$ cat src/tvr_defines.vh
// tvr_defines.vh: command codes, field widths, channel count and reset value of the temperature value registers
// assumes inclusion by the readout modules only
`ifndef TVR_DEFINES_VH
`define TVR_DEFINES_VH

// ****************************************************************
// command codes
// ****************************************************************
`define TVR_CMD_LOCAL_HI   8'h10
`define TVR_CMD_R1S_HI     8'h11
`define TVR_CMD_R2S_HI     8'h12
`define TVR_CMD_R1U_HI     8'h19
`define TVR_CMD_R2U_HI     8'h1a
`define TVR_CMD_LOCAL_LO   8'h20
`define TVR_CMD_R1S_LO     8'h21
`define TVR_CMD_R2S_LO     8'h22
`define TVR_CMD_R1U_LO     8'h29
`define TVR_CMD_R2U_LO     8'h2a

// ****************************************************************
// field layout
// ****************************************************************
`define TVR_LOCAL_FRAC_W   3
`define TVR_REMOTE_FRAC_W  5
`define TVR_FILT_FRAC_W    2
`define TVR_BYTE_RST       8'h00
`define TVR_NUM_CH         5

`endif

$ cat src/tvr_lsb_hold.v
// tvr_lsb_hold.v: one low-byte hold for one temperature reading
// assumes read strobes are one-cycle pulses synchronous to clk_sys
`timescale 1ns/1ps
`include "tvr_defines.vh"

module tvr_lsb_hold (
    clk_sys,
    rst,
    live_lo,
    hi_rd,
    lo_rd,
    lo_out
);
    input  wire       clk_sys;
    input  wire       rst;
    input  wire [7:0] live_lo;
    input  wire       hi_rd;
    input  wire       lo_rd;
    output wire [7:0] lo_out;

    reg        held_r;
    reg  [7:0] cap_r;

    // ****************************************************************
    // capture and release
    // ****************************************************************
    always @(posedge clk_sys or posedge rst) begin
        if (rst) begin
            held_r <= 1'b0;
            cap_r  <= `TVR_BYTE_RST;
        end else if (hi_rd) begin
            held_r <= 1'b1;   // RULE_02
            cap_r  <= live_lo; // RULE_04
        end else if (lo_rd) begin
            held_r <= 1'b0;   // RULE_03
        end
    end

    assign lo_out = held_r ? cap_r : live_lo; // RULE_03
endmodule // tvr_lsb_hold

$ cat src/tvr_readout.v
// tvr_readout.v: read-only temperature value register set with coherent low-byte holds
// assumes the serial engine gives a command code and a one-cycle read strobe
`timescale 1ns/1ps
`include "tvr_defines.vh"

// Overview of operation
// RULE_01: host should read the high byte before the low byte of a reading.
// RULE_02: reading a high byte captures and holds that reading's low byte.
// RULE_03: reading a held low byte returns the capture, then releases the hold.
// RULE_04: each repeated high-byte read recaptures the low byte, replacing the old one.
// RULE_05: local high byte is two's complement integer degrees, +127 to -128.
// RULE_06: local low byte holds half, quarter, eighth; bits 4 to 0 read zero.
// RULE_07: remote low bit 4 is sixteenth degree with filter on, else zero.
// RULE_08: remote low bit 3 is thirty-second degree with filter on, else zero.
// RULE_09: remote low bits 2 to 0 always read zero.
// RULE_10: unsigned remote high byte gives bit 7 weight 128, range 0 to 255.
// RULE_11: signed remote high bytes are at codes 0x11 and 0x12.
// RULE_12: unsigned remote high bytes at 0x19, 0x1a, low bytes at 0x29, 0x2a.
// RULE_13: signed remote low bytes at 0x21, 0x22 regardless of filter setting.
// RULE_14: host selects the register by the command byte of a write.
// RULE_15: each reading has its own independent low-byte hold.
module tvr_readout (
    clk_sys,
    rst,
    local_temp,
    r1_signed_temp,
    r2_signed_temp,
    r1_unsigned_temp,
    r2_unsigned_temp,
    r1_filt_en,
    r2_filt_en,
    cmd_code,
    rd_stb,
    rd_data,
    rd_hit
);
    input  wire        clk_sys;
    input  wire        rst;
    input  wire [10:0] local_temp;
    input  wire [12:0] r1_signed_temp;
    input  wire [12:0] r2_signed_temp;
    input  wire [12:0] r1_unsigned_temp;
    input  wire [12:0] r2_unsigned_temp;
    input  wire        r1_filt_en;
    input  wire        r2_filt_en;
    input  wire [7:0]  cmd_code;
    input  wire        rd_stb;
    output reg  [7:0]  rd_data;
    output reg         rd_hit;

    localparam CH_LOCAL = 0;
    localparam CH_R1S   = 1;
    localparam CH_R2S   = 2;
    localparam CH_R1U   = 3;
    localparam CH_R2U   = 4;

    wire [7:0]             live_hi [0:`TVR_NUM_CH-1];
    wire [7:0]             live_lo [0:`TVR_NUM_CH-1];
    wire [7:0]             held_lo [0:`TVR_NUM_CH-1];
    wire [`TVR_NUM_CH-1:0] hi_rd;
    wire [`TVR_NUM_CH-1:0] lo_rd;

    // ****************************************************************
    // helpers
    // ****************************************************************
    function [7:0] remote_lo;
        input [4:0] frac;
        input       filt;
        begin
            remote_lo = {frac[4:2], frac[1:0] & {2{filt}}, 3'h0}; // RULE_09
        end
    endfunction

    function [4:0] hi_code_hit;
        input [7:0] code;
        begin
            hi_code_hit = {code == `TVR_CMD_R2U_HI, code == `TVR_CMD_R1U_HI, // RULE_12
                           code == `TVR_CMD_R2S_HI, code == `TVR_CMD_R1S_HI, // RULE_11
                           code == `TVR_CMD_LOCAL_HI};
        end
    endfunction

    function [4:0] lo_code_hit;
        input [7:0] code;
        begin
            lo_code_hit = {code == `TVR_CMD_R2U_LO, code == `TVR_CMD_R1U_LO, // RULE_12
                           code == `TVR_CMD_R2S_LO, code == `TVR_CMD_R1S_LO, // RULE_13
                           code == `TVR_CMD_LOCAL_LO};
        end
    endfunction

    // ****************************************************************
    // live byte formatting
    // ****************************************************************
    assign live_hi[CH_LOCAL] = local_temp[10:3];                     // RULE_05
    assign live_lo[CH_LOCAL] = {local_temp[2:0], 5'h00};             // RULE_06
    assign live_hi[CH_R1S]   = r1_signed_temp[12:5];                 // RULE_11
    assign live_lo[CH_R1S]   = remote_lo(r1_signed_temp[4:0], r1_filt_en);   // RULE_07 RULE_08
    assign live_hi[CH_R2S]   = r2_signed_temp[12:5];                 // RULE_11
    assign live_lo[CH_R2S]   = remote_lo(r2_signed_temp[4:0], r2_filt_en);   // RULE_07 RULE_08
    assign live_hi[CH_R1U]   = r1_unsigned_temp[12:5];               // RULE_10
    assign live_lo[CH_R1U]   = remote_lo(r1_unsigned_temp[4:0], r1_filt_en); // RULE_07 RULE_08
    assign live_hi[CH_R2U]   = r2_unsigned_temp[12:5];               // RULE_10
    assign live_lo[CH_R2U]   = remote_lo(r2_unsigned_temp[4:0], r2_filt_en); // RULE_07 RULE_08

    assign hi_rd = hi_code_hit(cmd_code) & {`TVR_NUM_CH{rd_stb}};
    assign lo_rd = lo_code_hit(cmd_code) & {`TVR_NUM_CH{rd_stb}};

    // ****************************************************************
    // per-reading holds
    // ****************************************************************
    genvar gi;
    generate
        for (gi = 0; gi < `TVR_NUM_CH; gi = gi + 1) begin : g_hold
            tvr_lsb_hold u_hold ( // RULE_15
                .clk_sys (clk_sys),
                .rst     (rst),
                .live_lo (live_lo[gi]),
                .hi_rd   (hi_rd[gi]),
                .lo_rd   (lo_rd[gi]),
                .lo_out  (held_lo[gi])
            );
        end
    endgenerate

    // ****************************************************************
    // read data register
    // ****************************************************************
    reg [7:0] rd_data_nxt;
    reg       rd_hit_nxt;
    integer   ci;

    always @* begin
        rd_data_nxt = `TVR_BYTE_RST;
        rd_hit_nxt  = 1'b0;
        for (ci = 0; ci < `TVR_NUM_CH; ci = ci + 1) begin
            if (hi_rd[ci]) begin
                rd_data_nxt = live_hi[ci];
                rd_hit_nxt  = 1'b1;
            end
            if (lo_rd[ci]) begin
                rd_data_nxt = held_lo[ci]; // RULE_03
                rd_hit_nxt  = 1'b1;
            end
        end
    end

    always @(posedge clk_sys or posedge rst) begin
        if (rst) begin
            rd_data <= `TVR_BYTE_RST;
            rd_hit  <= 1'b0;
        end else if (rd_stb) begin
            rd_data <= rd_data_nxt;
            rd_hit  <= rd_hit_nxt;
        end
    end
endmodule // tvr_readout

$ cat config.mk
export PLATFORM = sky130hd
export DESIGN_NAME = tvr_readout
export DESIGN_NICKNAME = d
export VERILOG_FILES = /design/src/tvr_lsb_hold.v /design/src/tvr_readout.v
export VERILOG_INCLUDE_DIRS = /design/src
export SDC_FILE = /design/constraint.sdc
export NUM_CORES = 1
export LEC_CHECK = 0
export BUFFER_PORTS_ARGS = -buffer_cell sky130_fd_sc_hd__buf_2
export CORE_ASPECT_RATIO = 0.7
export CORE_UTILIZATION = 46
export DETAILED_ROUTE_END_ITERATION = 8
export PLACE_DENSITY = 0.77
export SKIP_CTS_REPAIR_TIMING = 1
export SYNTH_ARGS = -nofsm -noshare
export SYNTH_HDL_FRONTEND = slang
export SYNTH_SLANG_ARGS = --single-unit
$ cat constraint.sdc
create_clock -name clk_sys -period 1.77 [get_ports clk_sys]
set_clock_uncertainty 0.1 [all_clocks]
set_input_delay 0.177 -clock clk_sys [delete_from_list [all_inputs] [get_ports clk_sys]]
set_output_delay 0.177 -clock clk_sys [all_outputs]
set_load 0.02 [all_outputs]
== After elaboration in Yosys (flattened, before gate mapping) ==
Cells that the tools add are included.

* Flip-flop bits (word level): 37

* Equal/unequal tests: 10
* Muxes and demuxes: 35
* Bitwise logic cells: 6
* Reductions and logical operators: 5

{| class="wikitable"
|+ Operators by type and width
! kind !! number
|-
| $mux W8 || 15
|-
| $eq A8 B5 Y1 const B || 5
|-
| $eq A8 B6 Y1 const B || 5
|-
| $mux W1 || 20
|-
| $and A5 B5 Y5 || 2
|-
| $reduce_bool A2 Y1 || 5
|-
| $and A2 B2 Y2 || 4
|}

== Longest topological paths before layout ==
Gate-level depths: netlist of run 1.

* Word-level depth: 12
* Mapped depth: 8
* Mapped depth without buffers: 5

== Hierarchy ==
A second synthesis of run 1 with hierarchy kept.

* Cells, all modules: 370
* Area, all modules: 4,091.4 µm²

{| class="wikitable"
|+ By module, submodules not included
! module !! instances !! cells an instance !! area an instance (µm²) !! seq. area each (µm²)
|-
| tvr_lsb_hold || 5 || 30 || 504.2 || 225.2
|-
| tvr_readout || 1 || 220 || 1,570.3 || 225.2
|}

== Worst setup path before layout of run 1 ==
No wires, ideal clock.

* Path kind: in2reg
* Start: input cmd_code[1]
* End: register rd_data[5]
* Arrival: 1,627 ps
* Data required time: 1,584 ps
* Slack: -43 ps
* Stages on the path: 8
* Path buffers: 3
* Cells stage by stage: buf_6 -> or4b_4 -> buf_6 -> or3_1 -> buf_6 -> o21ai_2 -> a211oi_1 -> o221ai_2

* Cells in the longest elaborated chain, start to end: 12

{| class="wikitable"
|+ RTL lines
! element !! line !! text
|-
| start: declaration || tvr_readout.v:46 || <nowiki>input wire [7:0] cmd_code;</nowiki>
|-
| $eq A8 B5 Y1 (no source line) || -- ||
|-
| $and A5 B5 Y5 || tvr_readout.v:106 || <nowiki>assign hi_rd = hi_code_hit(cmd_code) & {`TVR_NUM_CH{rd_stb}};</nowiki>
|-
| $mux W8 || tvr_readout.v:137 || <nowiki>if (hi_rd[ci]) begin</nowiki>
|-
| $mux W8 || tvr_readout.v:141 || <nowiki>if (lo_rd[ci]) begin</nowiki>
|-
| $mux W8 || tvr_readout.v:137 ||
|-
| $mux W8 || tvr_readout.v:141 ||
|-
| $mux W8 || tvr_readout.v:137 ||
|-
| $mux W8 || tvr_readout.v:141 ||
|-
| $mux W8 || tvr_readout.v:137 ||
|-
| $mux W8 || tvr_readout.v:141 ||
|-
| $mux W8 || tvr_readout.v:137 ||
|-
| $mux W8 (*) || tvr_readout.v:141 ||
|-
| end signal: assignment || tvr_readout.v:150 || <nowiki>rd_data <= `TVR_BYTE_RST;</nowiki>
|-
| end signal: assignment || tvr_readout.v:153 || <nowiki>rd_data <= rd_data_nxt;</nowiki>
|-
| end: declaration || tvr_readout.v:48 || <nowiki>output reg [7:0] rd_data;</nowiki>
|}

Every way passes the cells marked *; elsewhere a longest branch is shown, timed or not.
A chain may end at the register's enable or synchronous reset.

== Worst setup path in the final report of run 1 ==
* Start: register g_hold[0].u_hold.held_r
* End: register rd_data[7]

* Cells in the longest elaborated chain, start to end: 10

{| class="wikitable"
|+ RTL lines
! element !! line !! text
|-
| start: declaration || tvr_lsb_hold.v:21 || <nowiki>reg held_r;</nowiki>
|-
| start signal: assignment || tvr_lsb_hold.v:29 || <nowiki>held_r <= 1'b0;</nowiki>
|-
| start signal: assignment || tvr_lsb_hold.v:32 || <nowiki>held_r <= 1'b1;</nowiki>
|-
| start signal: assignment || tvr_lsb_hold.v:35 || <nowiki>held_r <= 1'b0;</nowiki>
|-
| $mux W8 || tvr_lsb_hold.v:39 || <nowiki>assign lo_out = held_r ? cap_r : live_lo;</nowiki>
|-
| $mux W8 || tvr_readout.v:141 ||
|-
| $mux W8 || tvr_readout.v:137 ||
|-
| $mux W8 || tvr_readout.v:141 ||
|-
| $mux W8 || tvr_readout.v:137 ||
|-
| $mux W8 || tvr_readout.v:141 ||
|-
| $mux W8 || tvr_readout.v:137 ||
|-
| $mux W8 || tvr_readout.v:141 ||
|-
| $mux W8 || tvr_readout.v:137 ||
|-
| $mux W8 || tvr_readout.v:141 ||
|}

No other way between the ends.

==> metrics, run 1 <==
gr ovfl total 0; drt via density 5.66; GRT met1 Usage 0.392; global routing's busiest layer met2; Final GP Congestion roughly 0.94; Slew headroom 0.675; Routed WL 7550 um; design area 3350 um^2; status finished, violations left; Die Y approximately 63 um; Max Cap Viol 0; Area Overhead vs Synth 36.4%; first-pass GRT wire length 11800 um; GR Layer Usage met3 0.0629; fin cells 477; CTS Sinks 37; Lkg Pwr 1.63 nW; DP Worst Slack -145 ps; Top FF cell, synth dfrtp_1; Reg clk slew, reported paths 70 ps; final hold vios 7; DRC viols 0; critical path endpoint category register; Ant. Diodes 0; reg-to-reg critical path endpoint rd_data[7]$_DFFE_PP0P_; H-Tree Depth 2; Fmax ~580 MHz; startpoint types register; hold slack final -12.6 ps; number of flops mapped to enable cells by yosys 0; DR pass1 iterations 5; Synth cell types 46; synthesized cell area 2450 um^2; Gate Count Post-Synth 289; total global-route track usage 0.275; core area 4940 um^2; initial antenna violation count 0; CTS buffer count 5; Vias 2700; Synth Net Count around 370; Nets 483; dpl cell area 3170 um^2; crit path launch g_hold[0].u_hold.held_r$_DFFE_PP0P_; Total Die Area approximately 5600 um^2; TritonCTS clock tree yes; Worst Setup EP rd_data[7]$_DFFE_PP0P_; Port Buffers 84; Die W ~89 um; CP Data Required Time 1840 ps; Async SR Flop Fraction 1.00; fin crit share 0.970; placed instance count 465; GRT met2 Usage 0.417; FP Rows 21; failing checks hold timing; HPWL after DPL 5810 um; R2R cell count 5; # IOs 85; sequential fraction of the synthesis area 0.377; fin. max-slew vios 0; RSZ-0062 raised after global routing yes; Setup-failing EPs final 0; Yosys reg bits 37; Initial DRC Count 293; initial core utilization 0.497; WS Path Type register to register; Slew @ Worst Pin 488 ps; fraction of layout cells with a size suffix above 1 0.400; number of global-route vias before repair 2521; final worst slack 52.8 ps; Syn Area/Cell 8.49 um^2; YS warnings 0; pwr dens 580 nW/um^2; CTS Buffer Depth 2; Worst Hold Class input pin to register; crit path DAT between 1500 and 2000 ps; flop2flop setup slack about 53 ps; CP max FO 4; Tot Pwr around 1.9 mW; Peak supply drop 270 uV; DR WL/cell between 15 and 20 um; largest net degree at the start of global routing 38; ANT nets after route 0; Clock Latency Late Sink 290 ps; Worst R2R Start g_hold[0].u_hold.held_r$_DFFE_PP0P_; Root Buffer clkbuf_8; Final min period between 1500 and 2000 ps
## kinds of logic (layout without fill, tap and decap cells)
| family | count (synthesis) | count (layout) | share of synthesized area |
|---|---|---|---|
| flops | 37 | 37 | 0.377 |
| buf+inv | 23 | 142 | 0.0530 |
| xor+xnor | 2 | 2 | 0.00714 |
| mux | 18 | 18 | 0.0806 |
| compound gates | 86 | 86 | 0.235 |
| simple gates | 123 | 123 | 0.247 |
## placed cells by master, fill, tap and decap left out, drive strengths merged, types with 3 or more instances in the layout
master / instances
nand3: 7
a22oi: 14
o22ai: 7
o211ai: 4
clkbuf: 7
nor2: 11
nand4: 3
a21oi: 13
and3b: 4
a22o: 5
nand2: 75
or3: 3
mux2: 14
nor3: 5
dlygate4sd3: 4
o21ai: 23
nand4bb: 3
a211oi: 3
dfrtp: 37
buf: 128
mux2i: 4
o31ai: 3
## where the power goes
part | switching [mW] | total [mW] | internal, mW
logic | 0.188 | 0.370 | 0.182
registers | 0.0280 | 0.908 | 0.880
clock network | 0.310 | 0.662 | 0.352
total | 0.526 | 1.94 | 1.41
## cells in the mapped netlist (all sizes together), types with 3 or more instances
library cell,number,area share
nand4bb,3,0.014
clkbuf,9,0.014
o22ai,7,0.018
a22o,5,0.018
nor3,5,0.019
o21ai,23,0.048
a211oi,3,0.0092
dfrtp,37,0.38
nor2,11,0.017
a21oi,13,0.027
nand4,3,0.0076
o211ai,4,0.012
mux2,14,0.064
nand3,7,0.014
o31ai,3,0.0092
mux2i,4,0.016
a22oi,14,0.043
buf,12,0.036
and3b,4,0.014
or3,3,0.0076
nand2,75,0.11
## sequential cells by signal (all words and copies together), names as in the netlist
signal / cells
rd_data: 8
rd_hit: 1
g_hold.u_hold.held_r: 5
g_hold.u_hold.cap_r: 23
## routing by layer
metal / part of all wire / vias up
met3: 0.087 / 19
met4: 0.016 / 0
met5: 0 / -
li1: - / 1293
met1: 0.44 / 1256
met2: 0.45 / 132
## how the worst min path moves through the flow
| stage | start | to | cells after the start |
|---|---|---|---|
| floorplan | cmd_code[2] | rd_hit$_DFFE_PP0P_ | 1 |
| global placement | rst | g_hold[2].u_hold.cap_r[6]$_DFFE_PP0P_ | 3 |
| global route | r2_unsigned_temp[2] | g_hold[4].u_hold.cap_r[5]$_DFFE_PP0P_ | 3 |
| CTS | rst | g_hold[2].u_hold.cap_r[7]$_DFFE_PP0P_ | 3 |
| detailed placement | rst | g_hold[2].u_hold.cap_r[6]$_DFFE_PP0P_ | 3 |
| finish | r1_unsigned_temp[4] | g_hold[3].u_hold.cap_r[7]$_DFFE_PP0P_ | 3 |
## critical path: stages (launching register included)
cell       delay (ps)
dfrtp_2           420
mux2_2            340
a22oi_1           140
o22ai_1           140
a2111oi_2         370
nor2_1             90
## final cells by class
class | instances | area, um^2
Sequential cell | 37 | 928
Timing Repair Buffer | 132 | 791
Inverter | 2 | 7.51
Fill cell | 440 | 1590
Clock inverter | 1 | 5.00
Clock buffer | 7 | 96.3
Tap cell | 69 | 86.3
Multi-Input combinational cell | 229 | 1430
## per-stage QoR
step / TNS, ps / util
global route: -37.1 / 0.677
detailed placement: -2000 / 0.641
finish: 0 / 0.677
CTS: -141 / 0.662
global placement: -1450 / 0.641
floorplan: -43.2 / -
Power figures use the tool's default switching activity.
==> run 2, diff against run 1 <==
--- a/config.mk
+++ b/config.mk
@@ -10,6 +10,7 @@
 export CORE_ASPECT_RATIO = 0.7
 export CORE_UTILIZATION = 46
 export DETAILED_ROUTE_END_ITERATION = 8
+export HOLD_SLACK_MARGIN = 0.03
 export PLACE_DENSITY = 0.77
 export SKIP_CTS_REPAIR_TIMING = 1
 export SYNTH_ARGS = -nofsm -noshare
==> run 2 against run 1 <==
  * The flow now finishes without violations
  * Total power up 1.1%
  * Non-clock buffer count up 12
  * Routed wire length up 3.2%
  * Die area unchanged
  * Core utilization up 2.4 points
  * Worst hold slack better by 32 ps
  * Global-route usage unchanged
  * Flip-flop and latch count unchanged
  * Sequential share of layout area down 0.96 points
  * Maximum frequency down 0.90%
  * Critical endpoint unchanged
==> metrics, run 2 (synthesis gave the netlist of run 1 again) <==
Clock Latency Late Sink 290 ps (about the same); first-pass GRT wire length 11800 um (unchanged); HPWL after DPL 5810 um (unchanged); Lkg Pwr 1.68 nW (+3.1%); Setup-failing EPs final 0 (unchanged); global routing's busiest layer met2; CTS buffer count 5 (unchanged); largest net degree at the start of global routing 38 (unchanged); TritonCTS clock tree yes; Area Overhead vs Synth 41.3%; initial core utilization 0.497 (unchanged); Slew @ Worst Pin 483 ps (-5.38 ps); # IOs 85 (unchanged); CTS Buffer Depth 2 (unchanged); DR WL/cell 15.9 um (+0.69%); fraction of layout cells with a size suffix above 1 0.388 (-0.0114); Ant. Diodes 0 (unchanged); Fmax 577 MHz (-0.90%); Final min period 1730 ps (+15.6 ps); initial antenna violation count 0 (unchanged); Largest Register g_hold.u_hold.cap_r; Peak supply drop 270 uV (about the same); dpl cell area 3170 um^2 (unchanged); Port Buffers 84 (unchanged); Die Y 63.1 um (unchanged); Seq pwr share 0.463 (-0.005); DR pass1 iterations 5 (unchanged); Nets 495 (+2.5%); ANT nets after route 0 (unchanged); Root Buffer clkbuf_8; Tot Pwr 1.96 mW (+1.1%); final worst slack 37.2 ps (-15.6 ps); final hold vios 0 (-7); top flop regs g_hold.u_hold.cap_r: 23 flops, rd_data: 8 flops, g_hold.u_hold.held_r: 5 flops; design area 3470 um^2 (+3.6%); GR Layer Usage met3 0.0629 (unchanged); H-Tree Depth 2 (unchanged); DP Worst Slack -145 ps (unchanged); drt via density 5.71 (+0.91%); gr ovfl total 0 (unchanged); Int Pwr 1.43 mW (+1.2%); crit path DAT 1800 ps (about the same); Worst Hold Class input pin to register; status completed; Total Die Area 5630 um^2 (unchanged); critical path endpoint category register; Routed WL 7790 um (+3.2%); max reg flops 23 (unchanged); fin. max-slew vios 0 (unchanged); Max Cap Viol 0 (unchanged); startpoint types register; Reg clk slew, reported paths 70 ps (about the same); NetSw 530 uW (+0.89%); CP Data Required Time 1840 ps (about the same); sum of negative setup slack 0 ps (unchanged); FP Rows 21 (unchanged); Clock Power Share 0.337 (-0.004); GRT met2 Usage 0.417 (unchanged); combinational share of power 0.200 (+0.009); core area 4940 um^2 (unchanged); CP max FO 4 (unchanged); DRC viols 0 (unchanged); WS Path Type register to register; GRT met1 Usage 0.392 (unchanged); fillers 419 (-4.8%); fin crit share 0.979 (+0.00884); Slew headroom 0.678 (+0.00359); Sw Ratio 0.270 (-0.000642); Final GP Congestion 0.936 (unchanged); Initial DRC Count 299 (+2.0%); Vias 2793 (+3.4%); Die W 89.3 um (unchanged); commonest non-fill, non-tap cell in the layout buf_2; most frequent cells in the layout buf_2, nand2_1, buf_4; total global-route track usage 0.275 (unchanged); RSZ-0062 raised after global routing yes; number of global-route vias before repair 2521 (unchanged); pwr dens 566 nW/um^2 (-2.4%); CTS Sinks 37 (unchanged)
## run 2: changes by cell type in the layout (fill, tap and decap cells not counted)
cell,change
dlygate4sd3_1,+12
## run 2: layout make-up
cell class,count,area [um^2],area share
sequential,37,928,0.268
inverter,2,7.51,0.00217
timing repair buffer,144,911,0.263
multi-input combinational,229,1430,0.413
clock buffer,7,96.3,0.0278
tap,69,86.3,0.0249
clock inverter,1,5.00,0.00144
## run 2: stage by stage
stage,instances,utilization,hold WS [ps]
final,489,0.702,19.4
after global routing,489,0.702,33.3
after CTS,473,0.662,-93.8
after detailed placement,465,0.641,219
after global placement,465,0.641,211
after floorplan,289,-,173
## run 2: critical path, stage by stage, from the launching register on
cell	delay, ps
dfrtp_2	420
mux2_2	340
a22oi_1	140
o22ai_1	150
a2111oi_2	380
nor2_1	90
## run 2: final timing paths
check	cells past startpoint	slack [ps]	startpoint	end
worst max-delay path	5	40	g_hold[0].u_hold.held_r$_DFFE_PP0P_	rd_data[7]$_DFFE_PP0P_
worst min-delay path	3	20	r1_unsigned_temp[5]	rd_data[0]$_DFFE_PP0P_
worst max register to register	5	40	g_hold[0].u_hold.held_r$_DFFE_PP0P_	rd_data[7]$_DFFE_PP0P_
worst min register to register	2	380	g_hold[4].u_hold.cap_r[6]$_DFFE_PP0P_	g_hold[4].u_hold.cap_r[6]$_DFFE_PP0P_
max in group asynchronous	4	770	rst	g_hold[0].u_hold.held_r$_DFFE_PP0P_
min in group asynchronous	4	440	rst	g_hold[2].u_hold.cap_r[6]$_DFFE_PP0P_
## run 2: metal layers
layer	part of all wire	vias up	wire length (um)
met5	0	-	0
met4	0.011	0	85
met3	0.092	10	714
met2	0.46	163	3580
met1	0.44	1302	3410
li1	-	1318	-
## run 2: power by group through the flow
stage | Combinational (mW) | Sequential [mW] | Clock, mW
global route | 0.428 | 0.912 | 0.703
CTS | 0.354 | 0.906 | 0.665
floorplan | 0.183 | 0.914 | 0
finish | 0.392 | 0.908 | 0.661
global placement | 0.346 | 0.921 | 0
detailed placement | 0.352 | 0.922 | 0
==> run 3, diff against run 2 <==
--- a/config.mk
+++ b/config.mk
@@ -6,13 +6,15 @@
 export SDC_FILE = /design/constraint.sdc
 export NUM_CORES = 1
 export LEC_CHECK = 0
+export ABC_AREA = 1
 export BUFFER_PORTS_ARGS = -buffer_cell sky130_fd_sc_hd__buf_2
 export CORE_ASPECT_RATIO = 0.7
-export CORE_UTILIZATION = 46
+export CORE_UTILIZATION = 50
 export DETAILED_ROUTE_END_ITERATION = 8
 export HOLD_SLACK_MARGIN = 0.03
-export PLACE_DENSITY = 0.77
+export PLACE_DENSITY = 0.78
 export SKIP_CTS_REPAIR_TIMING = 1
 export SYNTH_ARGS = -nofsm -noshare
 export SYNTH_HDL_FRONTEND = slang
+export SYNTH_HIERARCHICAL = 1
 export SYNTH_SLANG_ARGS = --single-unit
==> run 3 against run 2 <==
  * Combinational power rose by 5.1%
  * Clock-buffer cell count fell by 1
  * Core utilization fell by 4.6 points
  * Area after synthesis rose by 51%
  * Routed wire length rose by 29%
  * Global-route usage fell by 0.80 points
  * Sequential share of layout area rose by 2.9 points
  * Synthesized cell count rose by 100%
  * Maximum frequency rose by 7.1%
  * First-iteration DRC count fell by 33%
==> metrics, run 3 <==
Final min period 1620 ps (-115 ps); Yosys top cell by area dfrtp_1; RSZ-0062 raised after global routing no; H-Tree Depth 2 (unchanged); Tot Pwr 2.59 mW (+32%); TritonCTS clock tree yes; FP Rows 25 (+19%); DR pass1 iterations 5 (unchanged); DR WL/cell 12.4 um (-22%); Area Overhead vs Synth 23.0%; fraction of layout cells with a size suffix above 1 0.204 (-0.184); largest net degree at the start of global routing 17 (-55%); Max Cap Viol 0 (unchanged); Largest Register g_hold.u_hold/cap_r; Total Die Area 7760 um^2 (+38%); CP max FO 10 (+6); sum of negative setup slack 0 ps (unchanged); top cells by instance count after synthesis nand2_1, dfrtp_1, inv_1; HPWL after DPL 7970 um (+37%); number of flops mapped to enable cells by yosys 0 (unchanged); fillers 666 (+59%); Yosys reg bits 54 (+46%); Die W 105 um (+17%); CTS Buffer Depth 2 (unchanged); Fmax 618 MHz (+7.1%); Setup-failing EPs final 0 (unchanged); sequential fraction of the synthesis area 0.365 (-0.0125); Vias 3882 (+39%); CTS Sinks 54 (+46%); Nets 791 (+60%); Die Y 74.0 um (+17%); total global-route track usage 0.267 (-0.00796); Synth cell types 31 (-33%); Initial DRC Count 199 (-33%); Reg clk slew, reported paths 100 ps (+30 ps); synthesized cell area 3700 um^2 (+51%); initial core utilization 0.533 (+0.0366); drt via density 4.79 (-16%); Gate Count Post-Synth 580 (+100%); Critical-path top delay cell dfrtp_1; Yosys top cell area share 0.365 (-0.0125); gr ovfl total 0 (unchanged); commonest non-fill, non-tap cell in the layout nand2_1; YS warnings 6 (+6); Final GP Congestion 0.971 (+3.7%); crit path DAT 1720 ps (-80 ps); synth top area cells dfrtp_1, nand2_1, nand3_1, inv_1, buf_6; # IOs 85 (unchanged); fin crit share 0.914 (-0.0650); Peak supply drop 362 uV (+34%); Root Buffer clkbuf_8; number of global-route vias before repair 3453 (+37%); Async SR Flop Fraction 1.00 (unchanged); status completed; first-pass GRT wire length 16200 um (+38%); CP Data Required Time 1870 ps (+30 ps); fin. max-slew vios 0 (unchanged); WS Path Type register to register; crit-path max cell delay 550 ps (+130 ps); core area 6940 um^2 (+41%); Port Buffers 84 (unchanged); Syn Area/Cell 6.39 um^2 (-25%); Routed WL 10100 um (+29%); CTS buffer count 5 (unchanged); pwr dens 568 nW/um^2 (+0.45%); most frequent cells in the layout nand2_1, buf_2, dfrtp_1; Clock Latency Late Sink 310 ps (+20 ps); count leader, synth nand2_1; critical-path cell list inv_2, nand2_1, nand2_1, nand3_1, nand3_1, nor2_1, nand4_1, nand2_1, nand3_1; top flop regs g_hold.u_hold/cap_r: 40 flops, rd_data: 8 flops, g_hold.u_hold/held_r: 5 flops; ANT nets after route 0 (unchanged); max reg flops 40 (+74%); DRC viols 0 (unchanged); initial antenna violation count 0 (unchanged); Worst Hold Class input pin to register; Top FF cell, synth dfrtp_1; Lkg Pwr 2.73 nW (+62%); final hold vios 0 (unchanged); Ant. Diodes 0 (unchanged); critical path endpoint category register; startpoint types register
==> run 3: cell types whose count changed in the layout (fill, tap and decap cells not counted), sizes merged, moves of 15 or more <==
cell   delta
o21ai    -15
buf      -33
nand2   +265
nor2     +20
nand3    +30
inv      +60
conb     +34
dfrtp    +17
==> run 3: logic make-up after synthesis <==
kind of cell / after synthesis / synth area share
simple gates: 434 / 0.505
flops: 54 / 0.365
other cells: 1 / 0.00101
compound gates: 12 / 0.0193
buf+inv: 79 / 0.110
==> run 3: metrics by stage <==
stage | util | area [um^2] | setup WS, ps | instances | hold slack, ps
3_5_place_dp | 0.617 | 4280 | 134 | 786 | 130
2_1_floorplan | - | 3830 | 451 | 613 | -95.1
5_1_grt | 0.656 | 4550 | 46.3 | 810 | 99.1
4_1_cts | 0.633 | 4390 | 163 | 794 | -212
3_3_place_gp | 0.617 | 4280 | 161 | 786 | 128
6_report | 0.656 | 4550 | 152 | 810 | 85.5
==> run 3: final timing paths <==
kind / from / endpoint / slack [ps] / cells after the start
worst max register to register: g_hold[0].u_hold/held_r$_DFFE_PP0P_ / rd_data[7]$_DFFE_PP0P_ / 150 / 9
worst max-delay path: g_hold[0].u_hold/held_r$_DFFE_PP0P_ / rd_data[7]$_DFFE_PP0P_ / 150 / 9
max in group asynchronous: rst / g_hold[3].u_hold/cap_r[7]$_DFFE_PP0P_ / 920 / 3
worst min-delay path: r2_unsigned_temp[0] / g_hold[4].u_hold/cap_r[3]$_DFFE_PP0P_ / 90 / 5
min in group asynchronous: rst / rd_data[3]$_DFFE_PP0P_ / 350 / 3
worst min register to register: g_hold[2].u_hold/cap_r[4]$_DFFE_PP0P_ / g_hold[2].u_hold/cap_r[4]$_DFFE_PP0P_ / 380 / 2
==> run 3: final cells by class <==
cell class / count / area [um^2] / area share
inverter: 63 / 244 / 0.0536
multi-input combinational: 480 / 2070 / 0.454
timing repair buffer: 111 / 663 / 0.146
sequential: 54 / 1350 / 0.297
tap: 94 / 118 / 0.0258
clock buffer: 6 / 72.6 / 0.0159
clock inverter: 2 / 37.5 / 0.00824
==> run 3: report_power, final <==
part / switching [mW] / internal [mW] / total, mW
Sequential: 0.0534 / 1.29 / 1.34
Clock: 0.412 / 0.423 / 0.835
Combinational: 0.248 / 0.163 / 0.412
==> run 3: critical path, delay by kind of cell, from the launching register on <==
family	cells	cell delay, ps
flops	1	550
simple gates	8	740
buf+inv	1	140
==> run 3: layer usage <==
layer / GRT usage / up-vias / share of wire
li1: - / 1991 / -
met1: 0.380 / 1730 / 0.47
met2: 0.425 / 155 / 0.44
met3: 0.0605 / 6 / 0.080
met4: 0.0563 / 0 / 0.0084
met5: 0 / - / 0
